**config.mk**
```make
export PLATFORM = sky130hd
export DESIGN_NAME = driver_supply_config_register
export DESIGN_NICKNAME = d
export VERILOG_FILES = /design/src/verilog/supply_cfg_pkg.sv /design/src/verilog/driver_supply_config_register.sv
export VERILOG_INCLUDE_DIRS = /design/src /design/src/verilog
export SDC_FILE = /design/constraint.sdc
export NUM_CORES = 1
export LEC_CHECK = 0
export ABC_AREA = 1
export ABC_CLOCK_PERIOD_IN_PS = 1100
export BUFFER_PORTS_ARGS = -buffer_cell sky130_fd_sc_hd__buf_2
export CAP_MARGIN = 20
export CORE_MARGIN = 2
export CORE_UTILIZATION = 35
export CTS_BUF_LIST = sky130_fd_sc_hd__clkbuf_4 sky130_fd_sc_hd__clkbuf_8 sky130_fd_sc_hd__clkbuf_16
export CTS_CLUSTER_DIAMETER = 200
export DETAILED_ROUTE_END_ITERATION = 16
export GPL_ROUTABILITY_DRIVEN = 0
export PLACE_DENSITY = 0.72
export REMOVE_ABC_BUFFERS = 1
export SLEW_MARGIN = 20
export SYNTH_ARGS = -nofsm -noshare
export SYNTH_HDL_FRONTEND = slang
export SYNTH_SLANG_ARGS = --single-unit
```
**constraint.sdc**
```tcl
create_clock -name ref_clk -period 1.1 [get_ports ref_clk]
set_input_delay 0.22 -clock ref_clk [delete_from_list [all_inputs] [get_ports ref_clk]]
set_output_delay 0.22 -clock ref_clk [all_outputs]
set_load 0.02 [all_outputs]
```
**src/verilog/supply_cfg_consts.svh**
```systemverilog
// Purpose: Offsets, field positions, reset values and masks for the
//          driver supply configuration register.
// Assumes: One 32-bit register on APB.
// Notes:   Definitions only.
`ifndef SUPPLY_CFG_CONSTS_SVH
`define SUPPLY_CFG_CONSTS_SVH

`define DRIVER_SUPPLY_CONFIG_OFFSET 12'h000
`define ADDR_DECODE_WIDTH 12
`define PARITY_BIT 31
`define SEQ_DIS_BIT 24
`define CUR_LIM_BIT 23
`define VOUT_SEL_HI 22
`define VOUT_SEL_LO 21
`define MIN_ON_HI 19
`define MIN_ON_LO 17
`define SEQ_DIS_RESET 1'h1
`define CUR_LIM_RESET 1'h0
`define VOUT_SEL_RESET 2'h1
`define MIN_ON_RESET 3'h0
`define RESERVED_RESET 32'h0
`define DRIVER_SUPPLY_CONFIG_RESET 32'h01200000
`define PARITY_RESET 1'h0
`define RESERVED_BIT_RESET 1'h0
`define MIN_ON_AUTO_RESET 1'h0
`define RESERVED_MASK 32'h7E11FFFF
`define PRDATA_RESET 32'h00000000
`define READ_MISS_VALUE 32'h00000000

`endif

```
**src/verilog/supply_cfg_pkg.sv**
```systemverilog
// Purpose: Types for the driver supply configuration register.
// Assumes: Field codes as held in the register.
// Notes:   Offsets and reset values live in the consts header.
package supply_cfg_pkg;

  typedef enum logic [1:0] {
    VOUT_3V3,
    VOUT_5V0,
    VOUT_4V0,
    VOUT_5V7
  } vout_sel_t;

  typedef enum logic [2:0] {
    MIN_ON_ZERO,
    MIN_ON_AUTO,
    MIN_ON_0US50,
    MIN_ON_0US75,
    MIN_ON_1US00,
    MIN_ON_1US25,
    MIN_ON_1US50,
    MIN_ON_RSVD7
  } min_on_sel_t;

endpackage

```
**src/verilog/driver_supply_config_register.sv**
```systemverilog
// Purpose: One 32-bit APB register holding regulator and gate-driver
//          supply settings, with decoded field outputs.
// Assumes: APB3 slave, zero wait states, 125 MHz ref_clk.
// Notes:   Unmapped addresses read zero and raise pslverr.
`timescale 1ns/1ps
`include "supply_cfg_consts.svh"

module driver_supply_config_register (
  // Clock and reset
  input wire logic ref_clk,
  input wire logic arst_n,
  // APB slave
  input wire logic psel,
  input wire logic penable,
  input wire logic pwrite,
  input wire logic [31:0] paddr,
  input wire logic [31:0] pwdata,
  output logic [31:0] prdata,
  output logic pready,
  output logic pslverr,
  // Settings toward the regulator and gate driver
  output logic regulator_sequencing_disable,
  output logic regulator_current_limit_select,
  output supply_cfg_pkg::vout_sel_t vout_select,
  output supply_cfg_pkg::min_on_sel_t min_on_select,
  output logic min_on_auto
);
  import supply_cfg_pkg::*;

  // Bus phase decode and the write and read strobes.
  logic setup_phase;
  logic access_phase;
  logic wr_en;
  logic rd_en;

  // Register state, one group per field of the word.
  logic seq_dis_q;
  logic seq_dis_d;
  logic cur_lim_q;
  logic cur_lim_d;
  vout_sel_t vout_q;
  vout_sel_t vout_d;
  min_on_sel_t min_on_q;
  min_on_sel_t min_on_d;
  logic min_on_auto_q;
  logic min_on_auto_d;
  logic parity_q;
  logic parity_d;
  wire [31:0] rsvd_word;
  logic [31:0] cfg_word;
  logic [31:0] rdata_q;
  logic [31:0] rdata_d;

  // Only the low address bits are decoded, so the register is seen at
  // every aliased address above them.
  function automatic logic addr_hit(input logic [31:0] a);
    addr_hit = (a[`ADDR_DECODE_WIDTH-1:0] == `DRIVER_SUPPLY_CONFIG_OFFSET);
  endfunction

  // A written one clears the bit; nothing in this block sets it again,
  // so software cannot re-disable sequencing short of a reset.
  function automatic logic w1c_next(
    input logic old_bit,
    input logic wr,
    input logic wbit
  );
    w1c_next = old_bit & ~(wr & wbit);
  endfunction

  // A plain read-write bit takes the written value.
  function automatic logic rw_next(
    input logic old_bit,
    input logic wr,
    input logic wbit
  );
    rw_next = wr ? wbit : old_bit;
  endfunction

  assign setup_phase = psel && !penable;
  assign access_phase = psel && penable;
  // Writes land at the end of the access phase of a mapped address.
  assign wr_en = access_phase && pwrite && addr_hit(paddr);
  // Reads are captured at the end of setup so prdata comes from a flop.
  assign rd_en = setup_phase && !pwrite;

  always_comb begin
    seq_dis_d = w1c_next(seq_dis_q, wr_en, pwdata[`SEQ_DIS_BIT]);
  end

  always_ff @(posedge ref_clk or negedge arst_n) begin
    if (!arst_n) begin
      seq_dis_q <= `SEQ_DIS_RESET;
    end else begin
      seq_dis_q <= seq_dis_d;
    end
  end

  always_comb begin
    cur_lim_d = rw_next(cur_lim_q, wr_en, pwdata[`CUR_LIM_BIT]);
  end

  always_ff @(posedge ref_clk or negedge arst_n) begin
    if (!arst_n) begin
      cur_lim_q <= `CUR_LIM_RESET;
    end else begin
      cur_lim_q <= cur_lim_d;
    end
  end

  always_comb begin
    vout_d = vout_q;
    if (wr_en) begin
      vout_d = vout_sel_t'(pwdata[`VOUT_SEL_HI:`VOUT_SEL_LO]);
    end
  end

  always_ff @(posedge ref_clk or negedge arst_n) begin
    if (!arst_n) begin
      vout_q <= vout_sel_t'(`VOUT_SEL_RESET);
    end else begin
      vout_q <= vout_d;
    end
  end

  always_comb begin
    min_on_d = min_on_q;
    if (wr_en) begin
      min_on_d = min_on_sel_t'(pwdata[`MIN_ON_HI:`MIN_ON_LO]);
    end
  end

  always_ff @(posedge ref_clk or negedge arst_n) begin
    if (!arst_n) begin
      min_on_q <= min_on_sel_t'(`MIN_ON_RESET);
    end else begin
      min_on_q <= min_on_d;
    end
  end

  // Code 1 hands the on-time to the slew-rate logic instead of a figure.
  always_comb begin
    min_on_auto_d = (min_on_d == MIN_ON_AUTO);
  end

  always_ff @(posedge ref_clk or negedge arst_n) begin
    if (!arst_n) begin
      min_on_auto_q <= `MIN_ON_AUTO_RESET;
    end else begin
      min_on_auto_q <= min_on_auto_d;
    end
  end

  always_comb begin
    parity_d = rw_next(parity_q, wr_en, pwdata[`PARITY_BIT]);
  end

  always_ff @(posedge ref_clk or negedge arst_n) begin
    if (!arst_n) begin
      parity_q <= `PARITY_RESET;
    end else begin
      parity_q <= parity_d;
    end
  end

  // Reserved bits only store what software writes; they feed nothing but
  // the read path, so no setting can depend on them.
  genvar gi;
  for (gi = 0; gi < 32; gi = gi + 1) begin : g_rsvd
    if (((`RESERVED_MASK >> gi) & 32'h1) != 32'h0) begin : g_store
      logic bit_q;
      logic bit_d;

      always_comb begin
        bit_d = rw_next(bit_q, wr_en, pwdata[gi]);
      end

      always_ff @(posedge ref_clk or negedge arst_n) begin
        if (!arst_n) begin
          bit_q <= `RESERVED_BIT_RESET;
        end else begin
          bit_q <= bit_d;
        end
      end

      assign rsvd_word[gi] = bit_q;
    end else begin : g_field
      assign rsvd_word[gi] = 1'b0;
    end
  end

  // The word as software reads it back.
  always_comb begin
    cfg_word = rsvd_word;
    cfg_word[`PARITY_BIT] = parity_q;
    cfg_word[`SEQ_DIS_BIT] = seq_dis_q;
    cfg_word[`CUR_LIM_BIT] = cur_lim_q;
    cfg_word[`VOUT_SEL_HI:`VOUT_SEL_LO] = vout_q;
    cfg_word[`MIN_ON_HI:`MIN_ON_LO] = min_on_q;
  end

  always_comb begin
    rdata_d = rdata_q;
    if (rd_en) begin
      rdata_d = addr_hit(paddr) ? cfg_word : `READ_MISS_VALUE;
    end
  end

  always_ff @(posedge ref_clk or negedge arst_n) begin
    if (!arst_n) begin
      rdata_q <= `PRDATA_RESET;
    end else begin
      rdata_q <= rdata_d;
    end
  end

  assign prdata = rdata_q;
  // Zero wait states: every access phase completes at once.
  assign pready = 1'b1;
  // Unmapped offsets are refused in the access phase.
  assign pslverr = access_phase && !addr_hit(paddr);

  assign regulator_sequencing_disable = seq_dis_q;
  assign regulator_current_limit_select = cur_lim_q;
  assign vout_select = vout_q;
  assign min_on_select = min_on_q;
  assign min_on_auto = min_on_auto_q;

endmodule // driver_supply_config_register

```
==> results of run 1 <==
## power by group
| part | internal, W | switching, W | total, W |
|---|---|---|---|
| logic | 0.000109 | 0.000142 | 0.000251 |
| clock network | 0.000981 | 0.000852 | 0.00183 |
| registers | 0.00239 | 0.000000881 | 0.00239 |
## per-layer routing
layer,GRT usage,up-vias
li1,-,1192
met1,0.2118,1095
met2,0.2488,82
met3,0.03698,12
met4,0.05597,0
met5,0,-
## synthesized netlist by cell type
master    number
nand2_1       67
dfrtp_1       63
o21ai_0       46
inv_1         38
nand3_1       27
buf_2         10
nor2_1        10
o21ai_1        9
clkbuf_1       6
o31ai_1        5
a21oi_1        3
buf_4          3
dfstp_2        2
nand4_1        2
and2_1         1
buf_6          1
conb_1         1
inv_2          1
nand2_2        1
nand3_2        1
nand3b_1       1
nor2_4         1
## sequential cells by signal (all words and copies together), names as in the netlist
register	count
g_rsvd.g_store.bit_q	24
min_on_auto	1
regulator_sequencing_disable	1
regulator_current_limit_select	1
min_on_select	3
prdata	32
vout_select	2
parity_q	1
## area by class of cell
type                    instances  share of cell area
clock buffers                  13             0.04172
clock inverters                 3            0.003764
inverters                      39             0.03670
multi-input cells             175              0.2055
flip-flops and latches         65              0.4084
well taps                      99             0.03105
repair buffers                132              0.2729
## worst paths after layout
check                      depth (start not counted)  slack (ns)                     from                 endpoint
hold reg to reg                                    2        0.49  g_rsvd[7].g_store.bit_q  g_rsvd[7].g_store.bit_q
setup reg to reg                                   2        0.15           vout_select[0]               prdata[21]
max in group asynchronous                          3        0.33                   arst_n           vout_select[0]
hold / removal                                     3        0.12                pwdata[2]  g_rsvd[2].g_store.bit_q
setup / recovery                                   1       -0.11           vout_select[0]           vout_select[0]
min in group asynchronous                          3        0.45                   arst_n               prdata[26]
## kinds of logic after synthesis
group                  after synthesis
AOI/OAI and AO/OA                   63
buffers and inverters               59
DFF                                 65
other                                1
and+or+nand+nor                    111
## timing repair
item | in CTS | in global routing
endpoints found under the hold margin | 63 | 0
pin swaps | 1 | 1
setup endpoints to repair | 33 | 65
hold buffers | 1 | 0
buffers inserted | 14 | 12
resized for setup | 68 | 27
## metrics by stage
stage          hold slack [ns]  instance area, um^2  instances    util
6_report                0.1236                 3989        526  0.5441
3_5_place_dp            0.2642                 3312        483  0.4518
5_1_grt                 0.1155                 3989        526  0.5441
3_3_place_gp            0.2616                 3312        483  0.4518
2_1_floorplan         -0.07559                 2585        279       -
4_1_cts                 0.1088                 3817        514  0.5207
==> metrics.cfg, run 1 <==
[critical_path]
cpPeakStageDelay_ns = 0.55
cp_slowest_cell = dfstp_2
worstPathRequired_ns = 0.88
cp_max_fo = 2
worst-setup-path-type = reg -> out
path_buf_inv = 1
arrival_ns = 0.99
startpoint_type = flop
cp_top_family = flip-flops
path_cells = buf_6
endpoint_kind = output port

[place]
post-place-ws_ns = -0.2559
dp_hpwl_um = 4225
port_buffers = 89

[synth]
netlist.area_leader.share = 0.5858
syn-cell-area_um2 = 2691
synth_top_family_by_area = simple AND/OR/NAND/NOR gates
synth_compound_area_frac = 0.1218
synth_area_leaders = dfrtp_1 (59%), nand2_1 (9.3%), o21ai_0 (8.6%)
synth.distinct_cells = 22
yosys.area_share.simple = 0.1776
muxShareOfSynthArea = 0
yosys.area_share.adder = 0
synth_xor_area_frac = 0
syn_avg_cell_area_um2 = 9.001
yosys.area.top_type = dfrtp_1
ys_seq_elements = 65
synth_warnings = 0
yosysSeqAreaShare = 0.6053
syn_inst = 299

[hold_path]
hold_path.class = in -> reg

[sta]
max_clock_freq_mhz = 827.6
setup_tns_ns = -0.2953
rsz0062_at_grt = true
final_max_slew_viol_count = 0
final-hold-violation-count = 0
period_minus_slack_ns = 1.208
setup_slack_ns = -0.1083
finalClockSkew_ns = 0.004320
setup_violations = 4
period_share = 1.098

[detailed_routing]
drtIter0Drc = 124
drt-total-wl_um = 6411
routed-wl-met3_um = 402
routedWlPerCell_um = 12.19
vias_per_cell = 4.527
vias = 2381
drt_pass1_iterations = 4
post-route-drc-count = 0
ant_nets = 0
top_layer = met4
wl_met1_um = 2928
wl_met2_um = 2984

[die]
die_h_um = 91.69
rows = 31
dieWidth_um = 91.69
initial_utilization = 0.3671
core_area_um2 = 7331
die-area_um2 = 8407
ios = 111

[finish]
multi_input_area_um2 = 819.5
fill_cells = 669
drive_gt1_frac = 0.3653
fin_nets = 491
antenna_cells = 0
final_common_cell = nand2_1
final-seq-area_um2 = 1629
area_growth_syn_to_layout_pct = 48.21
final_cell_mix = nand2_1 (67), dfrtp_1 (63), buf_2 (48)

[power]
p_leak_nw = 2.076
peakVddDrop_uv = 489.0
powerDensity_nw_per_um2 = 1123
power_w = 0.004477

[cts]
htree_num_levels = 3
clockBufferDepth = 2
numCtsBuffers = 9
path_clk_slew_ns = 0.06
cts.sinks = 65
clkLatencyLatePin_ns = 0.33
cts_tree = done
clock-root-buffer = clkbuf_8

[global_route]
antenna_found_initial = 0
overflow = 0
grt_pass1_wl_um = 10500
grt_usage = 0.1570
grt_pass1_vias = 2295
grt_max_degree = 66

[flow_run]
cap_violations = 0

[run_status]
violations = negative setup slack
status = finished with violations

(Power assumes the default switching activity.)
==> run 2: changes to the inputs <==
--- a/config.mk
+++ b/config.mk
@@ -13,5 +13,5 @@
 export CORE_MARGIN = 2
 export CORE_UTILIZATION = 35
-export CTS_BUF_LIST = sky130_fd_sc_hd__clkbuf_4 sky130_fd_sc_hd__clkbuf_8 sky130_fd_sc_hd__clkbuf_16
+export CTS_BUF_LIST = sky130_fd_sc_hd__clkbuf_8
 export CTS_CLUSTER_DIAMETER = 200
 export DETAILED_ROUTE_END_ITERATION = 16
==> constraint.sdc (replaced) <==
create_clock -name ref_clk -period 1.1 [get_ports ref_clk]
set_input_delay 0.055 -clock ref_clk [delete_from_list [all_inputs] [get_ports ref_clk]]
set_output_delay 0.055 -clock ref_clk [all_outputs]
set_load 0.02 [all_outputs]
==> run 2 against run 1 <==
Net effect: the flow now finishes without violations; setup slack gained 0.14 ns; critical endpoint unchanged; power shrank 5.8%; via count shrank 3.5%; sequential share of layout area grew 3.1 points; worst hold slack lost 0.11 ns; clock skew grew 0.0023 ns; final cell count shrank 1.3%; highest routed layer unchanged; die area is the same.
==> metrics.cfg, run 2 (synthesis results as in run 1) <==
[run_status]
status = complete, no violations

[sta]
setup_tns_ns = 0
rsz0062_at_grt = false
max_clock_freq_mhz = 938.4
finalClockSkew_ns = 0.006571
setup_violations = 0
setup_slack_ns = 0.03434
final_max_slew_viol_count = 0
period_minus_slack_ns = 1.066
final-hold-violation-count = 0
period_share = 0.9688

[critical_path]
startpoint_type = flop
cpPeakStageDelay_ns = 0.53
arrival_ns = 1.01
path_cells = buf_2
worstPathRequired_ns = 1.04
path_buf_inv = 1
cp_top_family = flip-flops
cp_max_fo = 2
critPathLaunch = vout_select[0]
cp_slowest_cell = dfstp_2
r2r_start = vout_select[0]
worst-setup-path-type = reg -> out
endpoint_kind = output port

[global_route]
antenna_found_initial = 0
grt_usage = 0.1572
overflow = 0
grt_max_degree = 66
grt_pass1_vias = 2271
grt_pass1_wl_um = 10360

[finish]
utilization = 0.5062
area_growth_syn_to_layout_pct = 37.89
largest_reg_flops = 32
drive_gt1_frac = 0.2762
final_cell_mix = buf_2 (88), nand2_1 (67), dfrtp_1 (63)
antenna_cells = 0
fin_nets = 488
final_common_cell = buf_2

[hold_path]
worstHoldStart = pwdata[31]
hold_path.class = in -> reg

[detailed_routing]
vias_per_cell = 4.428
post-route-drc-count = 0
drt_pass1_iterations = 4
drt-total-wl_um = 6112
drtIter0Drc = 91
ant_nets = 0
routedWlPerCell_um = 11.78
vias = 2298

[power]
power_w = 0.004220
powerDensity_nw_per_um2 = 1137
peakVddDrop_uv = 575.9
p_leak_nw = 1.956

[cts]
postCtsSetupBuffers = 0
path_clk_slew_ns = 0.06
cts_tree = done
cts.sinks = 65
clockBufferDepth = 2
clkLatencyLatePin_ns = 0.32
htree_num_levels = 3
numCtsBuffers = 9
clock-root-buffer = clkbuf_8

[place]
dp_hpwl_um = 3948
post-place-ws_ns = -0.07780
port_buffers = 89

[die]
ios = 111
die-area_um2 = 8407
dieWidth_um = 91.69
initial_utilization = 0.3671
die_h_um = 91.69
core_area_um2 = 7331
rows = 31

[flow_run]
cap_violations = 0

[run 2: changes by cell type in the layout (fill, tap and decap cells not counted), moves of 3 or more]
| cell | change |
|---|---|
| buf_2 | +40 |
| dlygate4sd3_1 | +29 |
| buf_6 | -41 |
| buf_4 | -29 |
| o21ai_0 | +3 |
[run 2: layer usage]
metal / vias up / wire (um) / GRT usage
met3: 2 / 320 / 0.04930
met2: 63 / 2932 / 0.2635
met1: 1052 / 2835 / 0.1963
met4: 0 / 23 / 0.04478
met5: - / 0 / 0
li1: 1181 / - / -
[run 2: layout make-up]
| class | count | area [um^2] |
|---|---|---|
| clock buffers | 9 | 123.9 |
| inverters | 39 | 146.4 |
| flip-flops and latches | 65 | 1629 |
| clock inverters | 3 | 13.76 |
| fillers | 728 | 3620 |
| repair buffers | 129 | 864.6 |
| multi-input cells | 175 | 809.5 |
| well taps | 99 | 123.9 |
[run 2: power by group]
group	leakage (nW)	internal (W)	total, W	switching (W)
logic	0.998	0.000165	0.000314	0.000150
clock network	0.0779	0.000749	0.00151	0.000762
registers	0.881	0.00239	0.00239	0.000000792
[run 2: metrics by stage]
stage	hold slack (ns)	cells	area, um^2
final	0.01700	519	3711
after CTS	0.007729	519	3705
after detailed placement	0.09580	477	3267
after floorplan	-0.2406	279	2585
after global placement	0.09308	477	3267
after global routing	0.03041	519	3711
[run 2: final timing paths]
check                                          endpoint  slack [ns]  depth (start not counted)
max                                      vout_select[0]        0.03                          1
min                                            parity_q        0.02                          3
max reg2reg                                  prdata[21]        0.21                          2
min reg2reg                                  prdata[17]        0.48                          2
max in group asynchronous  regulator_sequencing_disable        0.52                          3
min in group asynchronous                    prdata[24]        0.27                          3
[run 2: what timing repair did]
item,4_1_cts,5_1_grt
endpoints found under the hold margin,92,0
endpoints found under the setup margin,0,2
hold buffers,30,0
resized for setup,0,2
